===== src/verilog/esgp_pkg.sv =====
`default_nettype none
package esgp_pkg;
    // Port width and register reset values
    localparam int PORT_W = 8;
    localparam logic [7:0] DATA_RESET = 8'h00;
    localparam logic [7:0] DIR_RESET = 8'h00;
    localparam logic PULL_RESET = 1'b0;
    localparam logic DRIVE_RESET = 1'b0;

    // Register byte offsets
    localparam int ADDR_W = 5;
    localparam logic [4:0] OFF_DATA = 5'h00;
    localparam logic [4:0] OFF_DIR = 5'h04;
    localparam logic [4:0] OFF_PULL = 5'h08;
    localparam logic [4:0] OFF_DRIVE = 5'h0c;
    localparam logic [4:0] OFF_STATUS = 5'h10;

    // Field positions
    localparam int PULL_EN_BIT = 0;
    localparam int DRIVE_RED_BIT = 0;
    localparam int STAT_MODE_LSB = 0;
    localparam int STAT_MODE_MSB = 1;
    localparam int STAT_LOCK_BIT = 2;

    // AXI responses
    localparam logic [1:0] RESP_OKAY = 2'h0;
    localparam logic [1:0] RESP_SLVERR = 2'h2;
    localparam logic [1:0] RESP_DECERR = 2'h3;

    // Chip operating mode
    typedef enum logic [1:0] {
        MODE_SINGLE,
        MODE_EXPANDED,
        MODE_PERIPHERAL
    } esgp_mode_t;
endpackage : esgp_pkg
`default_nettype wire


===== src/verilog/esgp_sync.sv =====
`timescale 1ns/1ps
`default_nettype none
module esgp_sync (
    // Clock and control
    input wire logic clk,
    input wire logic rst,
    input wire logic ce,
    // Asynchronous input and its synchronised copy
    input wire logic [esgp_pkg::PORT_W-1:0] asyncIn,
    output logic [esgp_pkg::PORT_W-1:0] syncOut
);
    import esgp_pkg::*;

    logic [PORT_W-1:0] stage1_reg;
    logic [PORT_W-1:0] stage2_reg;

    // Two flip-flops per pin; only the second stage is read
    always_ff @(posedge clk) begin
        if (rst) begin
            stage1_reg <= '0;
            stage2_reg <= '0;
        end else if (ce) begin
            stage1_reg <= asyncIn;
            stage2_reg <= stage1_reg;
        end
    end

    assign syncOut = stage2_reg;
endmodule : esgp_sync
`default_nettype wire


===== src/verilog/esgp_port.sv =====
`timescale 1ns/1ps
`default_nettype none
// Operation
// - Data register is readable and writable whenever it is in the map.
// - Every port pin has its own direction bit.
// - After reset every pin is an input.
// - In expanded mode the pins carry the external address/data bus.
// - In single-chip mode the pins are software general-purpose I/O.
// - Data register is absent from the map in expanded and peripheral mode.
// - Direction register is absent in expanded and peripheral mode.
// - Direction bit set makes the pin an output, cleared an input.
// - Direction register resets to all zeros.
// - Pull-up enable bit pulls up every input pin.
// - Pull-ups stay inactive while the port serves the expanded bus.
// - Reduced-drive bit switches all port outputs to reduced drive.
// - Drive control register accepts one write after reset only.
// - Drive control register is absent in peripheral mode.
module esgp_port (
    // Clock, reset, enable
    input wire logic clk,
    input wire logic rst,
    input wire logic ce,
    // Chip operating mode
    input wire esgp_pkg::esgp_mode_t opMode,
    // AXI4-Lite write address
    input wire logic s_axi_awvalid,
    output logic s_axi_awready,
    input wire logic [esgp_pkg::ADDR_W-1:0] s_axi_awaddr,
    input wire logic [2:0] s_axi_awprot,
    // AXI4-Lite write data
    input wire logic s_axi_wvalid,
    output logic s_axi_wready,
    input wire logic [31:0] s_axi_wdata,
    input wire logic [3:0] s_axi_wstrb,
    // AXI4-Lite write response
    output logic s_axi_bvalid,
    input wire logic s_axi_bready,
    output logic [1:0] s_axi_bresp,
    // AXI4-Lite read address
    input wire logic s_axi_arvalid,
    output logic s_axi_arready,
    input wire logic [esgp_pkg::ADDR_W-1:0] s_axi_araddr,
    input wire logic [2:0] s_axi_arprot,
    // AXI4-Lite read data
    output logic s_axi_rvalid,
    input wire logic s_axi_rready,
    output logic [31:0] s_axi_rdata,
    output logic [1:0] s_axi_rresp,
    // Port pins
    input wire logic [esgp_pkg::PORT_W-1:0] padIn,
    output logic [esgp_pkg::PORT_W-1:0] padOut,
    output logic [esgp_pkg::PORT_W-1:0] padOe,
    output logic [esgp_pkg::PORT_W-1:0] padPullup,
    output logic padReducedDrive,
    // External bus side
    input wire logic [esgp_pkg::PORT_W-1:0] extBusOut,
    input wire logic [esgp_pkg::PORT_W-1:0] extBusOe,
    output logic [esgp_pkg::PORT_W-1:0] extBusIn
);
    import esgp_pkg::*;

    // Register state
    logic [PORT_W-1:0] portData_reg;
    logic [PORT_W-1:0] shared_port_direction_reg;
    logic shared_port_pullup_enable;
    logic shared_port_reduced_drive;
    logic driveLocked_reg;

    // AXI write side state
    logic awHeld_reg;
    logic [ADDR_W-1:0] awAddr_reg;
    logic wHeld_reg;
    logic [31:0] wData_reg;
    logic [3:0] wStrb_reg;
    logic bvalid_reg;
    logic [1:0] bresp_reg;

    // AXI read side state
    logic rvalid_reg;
    logic [31:0] rdata_reg;
    logic [1:0] rresp_reg;

    // Pin side state
    logic [PORT_W-1:0] pinSync;
    logic [PORT_W-1:0] padOut_reg;
    logic [PORT_W-1:0] padOe_reg;
    logic [PORT_W-1:0] padPullup_reg;
    logic padReducedDrive_reg;

    // Decode helpers
    logic isExpanded;
    logic portMapped;
    logic driveMapped;
    logic doWrite;
    logic lowLane;
    logic [PORT_W-1:0] portReadValue;
    logic [PORT_W-1:0] padOut_next;
    logic [PORT_W-1:0] padOe_next;
    logic [PORT_W-1:0] padPullup_next;
    logic [31:0] readData;
    logic [1:0] readResp;
    logic [1:0] writeResp;
    logic dataWrite;
    logic dirWrite;
    logic pullWrite;
    logic driveWrite;

    esgp_sync u_sync (
        .clk(clk),
        .rst(rst),
        .ce(ce),
        .asyncIn(padIn),
        .syncOut(pinSync)
    );

    assign isExpanded = (opMode == MODE_EXPANDED);
    assign portMapped = (opMode == MODE_SINGLE);
    assign driveMapped = (opMode != MODE_PERIPHERAL);

    // Inputs show the pin, outputs the latch
    assign portReadValue = (portData_reg & shared_port_direction_reg) |
                           (pinSync & ~shared_port_direction_reg);

    // AXI handshakes; all frozen while ce is low
    assign s_axi_awready = ce && !awHeld_reg && !bvalid_reg;
    assign s_axi_wready = ce && !wHeld_reg && !bvalid_reg;
    assign s_axi_arready = ce && !rvalid_reg;
    assign doWrite = ce && awHeld_reg && wHeld_reg && !bvalid_reg;
    assign lowLane = wStrb_reg[0];

    // Write address capture
    always_ff @(posedge clk) begin
        if (rst) begin
            awHeld_reg <= 1'b0;
            awAddr_reg <= '0;
        end else if (ce) begin
            if (s_axi_awvalid && s_axi_awready) begin
                awHeld_reg <= 1'b1;
                awAddr_reg <= s_axi_awaddr;
            end else if (doWrite) begin
                awHeld_reg <= 1'b0;
            end
        end
    end

    // Write data capture
    always_ff @(posedge clk) begin
        if (rst) begin
            wHeld_reg <= 1'b0;
            wData_reg <= '0;
            wStrb_reg <= '0;
        end else if (ce) begin
            if (s_axi_wvalid && s_axi_wready) begin
                wHeld_reg <= 1'b1;
                wData_reg <= s_axi_wdata;
                wStrb_reg <= s_axi_wstrb;
            end else if (doWrite) begin
                wHeld_reg <= 1'b0;
            end
        end
    end

    // Write response decode
    always_comb begin
        if (awAddr_reg == OFF_DATA || awAddr_reg == OFF_DIR) begin
            writeResp = portMapped ? RESP_OKAY : RESP_SLVERR;
        end else if (awAddr_reg == OFF_PULL) begin
            writeResp = RESP_OKAY;
        end else if (awAddr_reg == OFF_DRIVE) begin
            writeResp = driveMapped ? RESP_OKAY : RESP_SLVERR;
        end else if (awAddr_reg == OFF_STATUS) begin
            writeResp = RESP_OKAY;
        end else begin
            writeResp = RESP_DECERR;
        end
    end

    // Per-register write strobes
    always_comb begin
        dataWrite = 1'b0;
        dirWrite = 1'b0;
        pullWrite = 1'b0;
        driveWrite = 1'b0;
        if (doWrite && lowLane) begin
            if (awAddr_reg == OFF_DATA) begin
                dataWrite = portMapped;
            end else if (awAddr_reg == OFF_DIR) begin
                dirWrite = portMapped;
            end else if (awAddr_reg == OFF_PULL) begin
                pullWrite = 1'b1;
            end else if (awAddr_reg == OFF_DRIVE) begin
                driveWrite = driveMapped;
            end
        end
    end

    // Write response channel
    always_ff @(posedge clk) begin
        if (rst) begin
            bvalid_reg <= 1'b0;
            bresp_reg <= RESP_OKAY;
        end else if (ce) begin
            if (doWrite) begin
                bvalid_reg <= 1'b1;
                bresp_reg <= writeResp;
            end else if (s_axi_bready) begin
                bvalid_reg <= 1'b0;
            end
        end
    end

    // Port data latch
    always_ff @(posedge clk) begin
        if (rst) begin
            portData_reg <= DATA_RESET;
        end else if (ce && dataWrite) begin
            portData_reg <= wData_reg[PORT_W-1:0];
        end
    end

    // Direction register, one bit per pin
    always_ff @(posedge clk) begin
        if (rst) begin
            shared_port_direction_reg <= DIR_RESET;
        end else if (ce && dirWrite) begin
            shared_port_direction_reg <= wData_reg[PORT_W-1:0];
        end
    end

    // Pull-up control register
    always_ff @(posedge clk) begin
        if (rst) begin
            shared_port_pullup_enable <= PULL_RESET;
        end else if (ce && pullWrite) begin
            shared_port_pullup_enable <= wData_reg[PULL_EN_BIT];
        end
    end

    // Drive control register, write once after reset
    always_ff @(posedge clk) begin
        if (rst) begin
            shared_port_reduced_drive <= DRIVE_RESET;
            driveLocked_reg <= 1'b0;
        end else if (ce && driveWrite) begin
            if (!driveLocked_reg) begin
                shared_port_reduced_drive <= wData_reg[DRIVE_RED_BIT];
                driveLocked_reg <= 1'b1;
            end
        end
    end

    // Read decode
    always_comb begin
        readData = '0;
        readResp = RESP_OKAY;
        if (s_axi_araddr == OFF_DATA) begin
            if (portMapped) begin
                readData[PORT_W-1:0] = portReadValue;
            end else begin
                readResp = RESP_SLVERR;
            end
        end else if (s_axi_araddr == OFF_DIR) begin
            if (portMapped) begin
                readData[PORT_W-1:0] = shared_port_direction_reg;
            end else begin
                readResp = RESP_SLVERR;
            end
        end else if (s_axi_araddr == OFF_PULL) begin
            readData[PULL_EN_BIT] = shared_port_pullup_enable;
        end else if (s_axi_araddr == OFF_DRIVE) begin
            if (driveMapped) begin
                readData[DRIVE_RED_BIT] = shared_port_reduced_drive;
            end else begin
                readResp = RESP_SLVERR;
            end
        end else if (s_axi_araddr == OFF_STATUS) begin
            readData[STAT_MODE_MSB:STAT_MODE_LSB] = opMode;
            readData[STAT_LOCK_BIT] = driveLocked_reg;
        end else begin
            readResp = RESP_DECERR;
        end
    end

    // Read data channel
    always_ff @(posedge clk) begin
        if (rst) begin
            rvalid_reg <= 1'b0;
            rdata_reg <= '0;
            rresp_reg <= RESP_OKAY;
        end else if (ce) begin
            if (s_axi_arvalid && s_axi_arready) begin
                rvalid_reg <= 1'b1;
                rdata_reg <= readData;
                rresp_reg <= readResp;
            end else if (s_axi_rready) begin
                rvalid_reg <= 1'b0;
            end
        end
    end

    // Per-pin function select
    genvar i;
    generate
        for (i = 0; i < PORT_W; i = i + 1) begin : g_pin
            always_comb begin
                if (isExpanded) begin
                    padOut_next[i] = extBusOut[i];
                    padOe_next[i] = extBusOe[i];
                    padPullup_next[i] = 1'b0;
                end else begin
                    padOut_next[i] = portData_reg[i];
                    padOe_next[i] = shared_port_direction_reg[i];
                    padPullup_next[i] = shared_port_pullup_enable &&
                                        !shared_port_direction_reg[i];
                end
            end
        end
    endgenerate

    // Registered pin drive
    always_ff @(posedge clk) begin
        if (rst) begin
            padOut_reg <= '0;
            padOe_reg <= '0;
            padPullup_reg <= '0;
            padReducedDrive_reg <= 1'b0;
        end else if (ce) begin
            padOut_reg <= padOut_next;
            padOe_reg <= padOe_next;
            padPullup_reg <= padPullup_next;
            padReducedDrive_reg <= shared_port_reduced_drive;
        end
    end

    assign padOut = padOut_reg;
    assign padOe = padOe_reg;
    assign padPullup = padPullup_reg;
    assign padReducedDrive = padReducedDrive_reg;
    assign extBusIn = pinSync;

    assign s_axi_bvalid = bvalid_reg;
    assign s_axi_bresp = bresp_reg;
    assign s_axi_rvalid = rvalid_reg;
    assign s_axi_rdata = rdata_reg;
    assign s_axi_rresp = rresp_reg;
endmodule : esgp_port
`default_nettype wire


===== config.mk =====
export PLATFORM = sky130hd
export DESIGN_NAME = esgp_port
export DESIGN_NICKNAME = d
export VERILOG_FILES = /design/src/verilog/esgp_pkg.sv /design/src/verilog/esgp_sync.sv /design/src/verilog/esgp_port.sv
export SDC_FILE = /design/constraint.sdc
export NUM_CORES = 1
export LEC_CHECK = 0
export BUFFER_PORTS_ARGS = -buffer_cell sky130_fd_sc_hd__buf_2
export CAP_MARGIN = 25
export CORE_ASPECT_RATIO = 1.1
export CORE_UTILIZATION = 30
export DETAILED_ROUTE_END_ITERATION = 7
export GPL_TIMING_DRIVEN = 1
export SYNTH_ARGS = -nofsm -noshare
export SYNTH_HDL_FRONTEND = slang
export SYNTH_SLANG_ARGS = --single-unit

===== constraint.sdc =====
create_clock -name clk -period 2.2 [get_ports clk]
set_clock_uncertainty 0.15 [all_clocks]
set_input_delay 0.44 -clock clk [delete_from_list [all_inputs] [get_ports clk]]
set_output_delay 0.44 -clock clk [all_outputs]
set_load 0.01 [all_outputs]

==> run metrics <==
Logic pwr share 0.093; synthesized area roughly 0.004 mm^2; Final setup viols 0; worst hold path class in -> reg; Layout area overhead 24.1%; Overflow after GRT 0; Starting Density 0.310; peak supply drop approximately 0.39 mV; critical path endpoint category flop; most common cell in the synthesized netlist dfxtp_1; CTS root buf clkbuf_16; top-area cell type share of the netlist area 0.460; Antenna Cells 0; GRT Overall Usage 0.154; CTS clk-pin slew, worst paths about 0.07 ns; drt drc 0; die area 0.0135 mm^2; Max Slew Vio Count 0; power per standard cell area just under 800 mW/mm^2; clk buf depth 2; Worst slew margin 0.633; DR pass1 iterations 4; First DRT Iteration DRCs roughly 130; unrepaired setup endpoints after global routing no; Main synth FF type dfxtp_1; WHS Endpoint u_sync.stage1_reg[6]; I/O Pins 160; Post-CTS Setup Bufs 0; post-route ant nets 0; Arrival @ worst endpoint 2.05 ns; Synth Instances 428; final instance area between 0.004 and 0.005 mm^2; MaxCap Viol Count 0; PortBufs 102; count of different cell masters after synthesis 44; Num CTS Buffers 9; min Tclk post-route a little under 2 ns; core area 0.0126 mm^2; Leak Pwr 2.12 nW; Internal 2.86 mW; Final Total Pwr 3.76 mW; hold buffer count at CTS 0; Post-synth EDFFs 0; switching power share of the total 0.239; Crit-path slowest cell or4b_1; capturing point of the worst reg2reg path shared_port_reduced_drive; Final Hold Fails 0; routed wire length around 10 mm; R2R Path Start awAddr_reg[4]; Mapped Avg Cell Area 9.15 um^2; fin nets 613; number of H-tree levels 3; initial antenna violation count 0; Psw 0.897 mW; startpoint types flop; dpl cell area 0.00453 mm^2; Crit path largest cell delay 0.50 ns; R2R setup slack ~0.27 ns; wire length of the first global-routing pass between 15 and 20 mm; CP max FO 6; largest cells by area after synthesis dfxtp_1 46%, mux2i_1 15%, nor2_1 7.5%, buf_4 4.8%, a211oi_1 3.6%; cts repair resizes 0; status finished clean; vias per inst 4.80; Site Rows 43; clk sinks 90; Wirelength per Cell 14.8 um; crit-path cells nor4b_2 > or4b_1 > or3b_1 > a21oi_1; Die Height roughly 120 um; min-delay src padIn[6]; CTS tree built; Worst Tran Pin Value ~0.55 ns; Worst EP required 2.32 ns; WHS Path Cells 3; pin count of the biggest net entering global routing a little over 90; Reg power frac 0.458; layout cells sized above 1 0.259; GPL Wtd Cong 0.736; Worst Setup Path Type reg -> reg; yosys warns 0; Clock Power Share 0.449; post-synthesis sequential area ratio 0.460; die width 111 um; clk_lat worst skew 0.34 ns; via count approximately 3,300; Setup TNS 0 ns; vias in the first global route around 3,100; Tcrit/Tclk final 0.876; dpl hpwl 7.53 mm; Async SR Flop Fraction 0; Seq cells post-synth 90; Filler cells 1,309; crit path from awAddr_reg[4]; FMAX 519 MHz; reg2reg path depth 4; cell taking the most area after synthesis dfxtp_1; Synth top cells by count 90 x dfxtp_1, 78 x nor2_1, 58 x mux2i_1
stage by stage:
stage	hold WS, ns	std cells	setup slack (ns)	utilization
after floorplan	0.294	451	0.341	-
after global placement	0.296	673	0.173	0.358
after detailed placement	0.293	673	0.115	0.358
after CTS	0.168	689	0.268	0.384
after global routing	0.195	689	0.146	0.384
final	0.177	689	0.272	0.384
critical path, delay by kind of cell, from the launching register on:
family             cells  cell delay (ns)
AOI/OAI and AO/OA      1             0.15
and+or+nand+nor        3             1.18
DFF                    1             0.38
routing by layer:
layer | track usage | vias up | share of wire
li1 | - | 1659 | -
met3 | 0.0328 | 15 | 0.050
met2 | 0.262 | 108 | 0.49
met4 | 0.0650 | 0 | 0.019
met1 | 0.189 | 1523 | 0.44
met5 | 0 | - | 0
logic make-up after synthesis:
kind of cell / Yosys count / synth area share
simple gates: 150 / 0.181
flops: 90 / 0.460
compound gates: 75 / 0.128
mux: 58 / 0.148
buf+inv: 52 / 0.0776
xor+xnor: 2 / 0.00447
other cells: 1 / 0.000958
power groups by stage:
stage	combinational (mW)	sequential (mW)	clock, mW
floorplan	0.238	1.76	0
global placement	0.343	1.76	0
detailed placement	0.352	1.76	0
CTS	0.354	1.72	1.74
global route	0.390	1.73	1.80
finish	0.350	1.72	1.69
area by class of cell:
class	instances	area, um^2	area share
multi-input combinational	309	1910	0.392
inverter	2	7.51	0.00154
tap	157	196	0.0404
clock inverter	5	86.3	0.0178
timing repair buffer	115	621	0.128
sequential	90	1800	0.371
clock buffer	11	243	0.0499
how the worst max path moves through the flow:
stage	endpoint
6_report	shared_port_reduced_drive
5_1_grt	shared_port_reduced_drive
4_1_cts	shared_port_reduced_drive
3_5_place_dp	padPullup[6]
3_3_place_gp	padPullup[1]
2_1_floorplan	s_axi_rdata[0]
cell usage in the layout (no fill, tap or decap), types with 2 or more instances in the layout:
cell and instances:
nor2b_1 2, bufinv_16 2, or2_2 2, mux2i_1 58, nor2_1 78, buf_2 102
inv_1 2, nand4b_1 2, nand3_1 8, a21oi_1 22, nand2b_1 6, nor3_1 3
conb_1 24, buf_4 12, xnor2_1 2, a311oi_1 5, a211oi_1 19, o21ai_0 13
o22ai_1 2, clkbuf_16 9, nand2_1 31, a2bb2oi_1 8, clkinv_4 2, nand3b_1 4
dfxtp_1 90
Note: power is estimated with default switching activity, not from simulation.
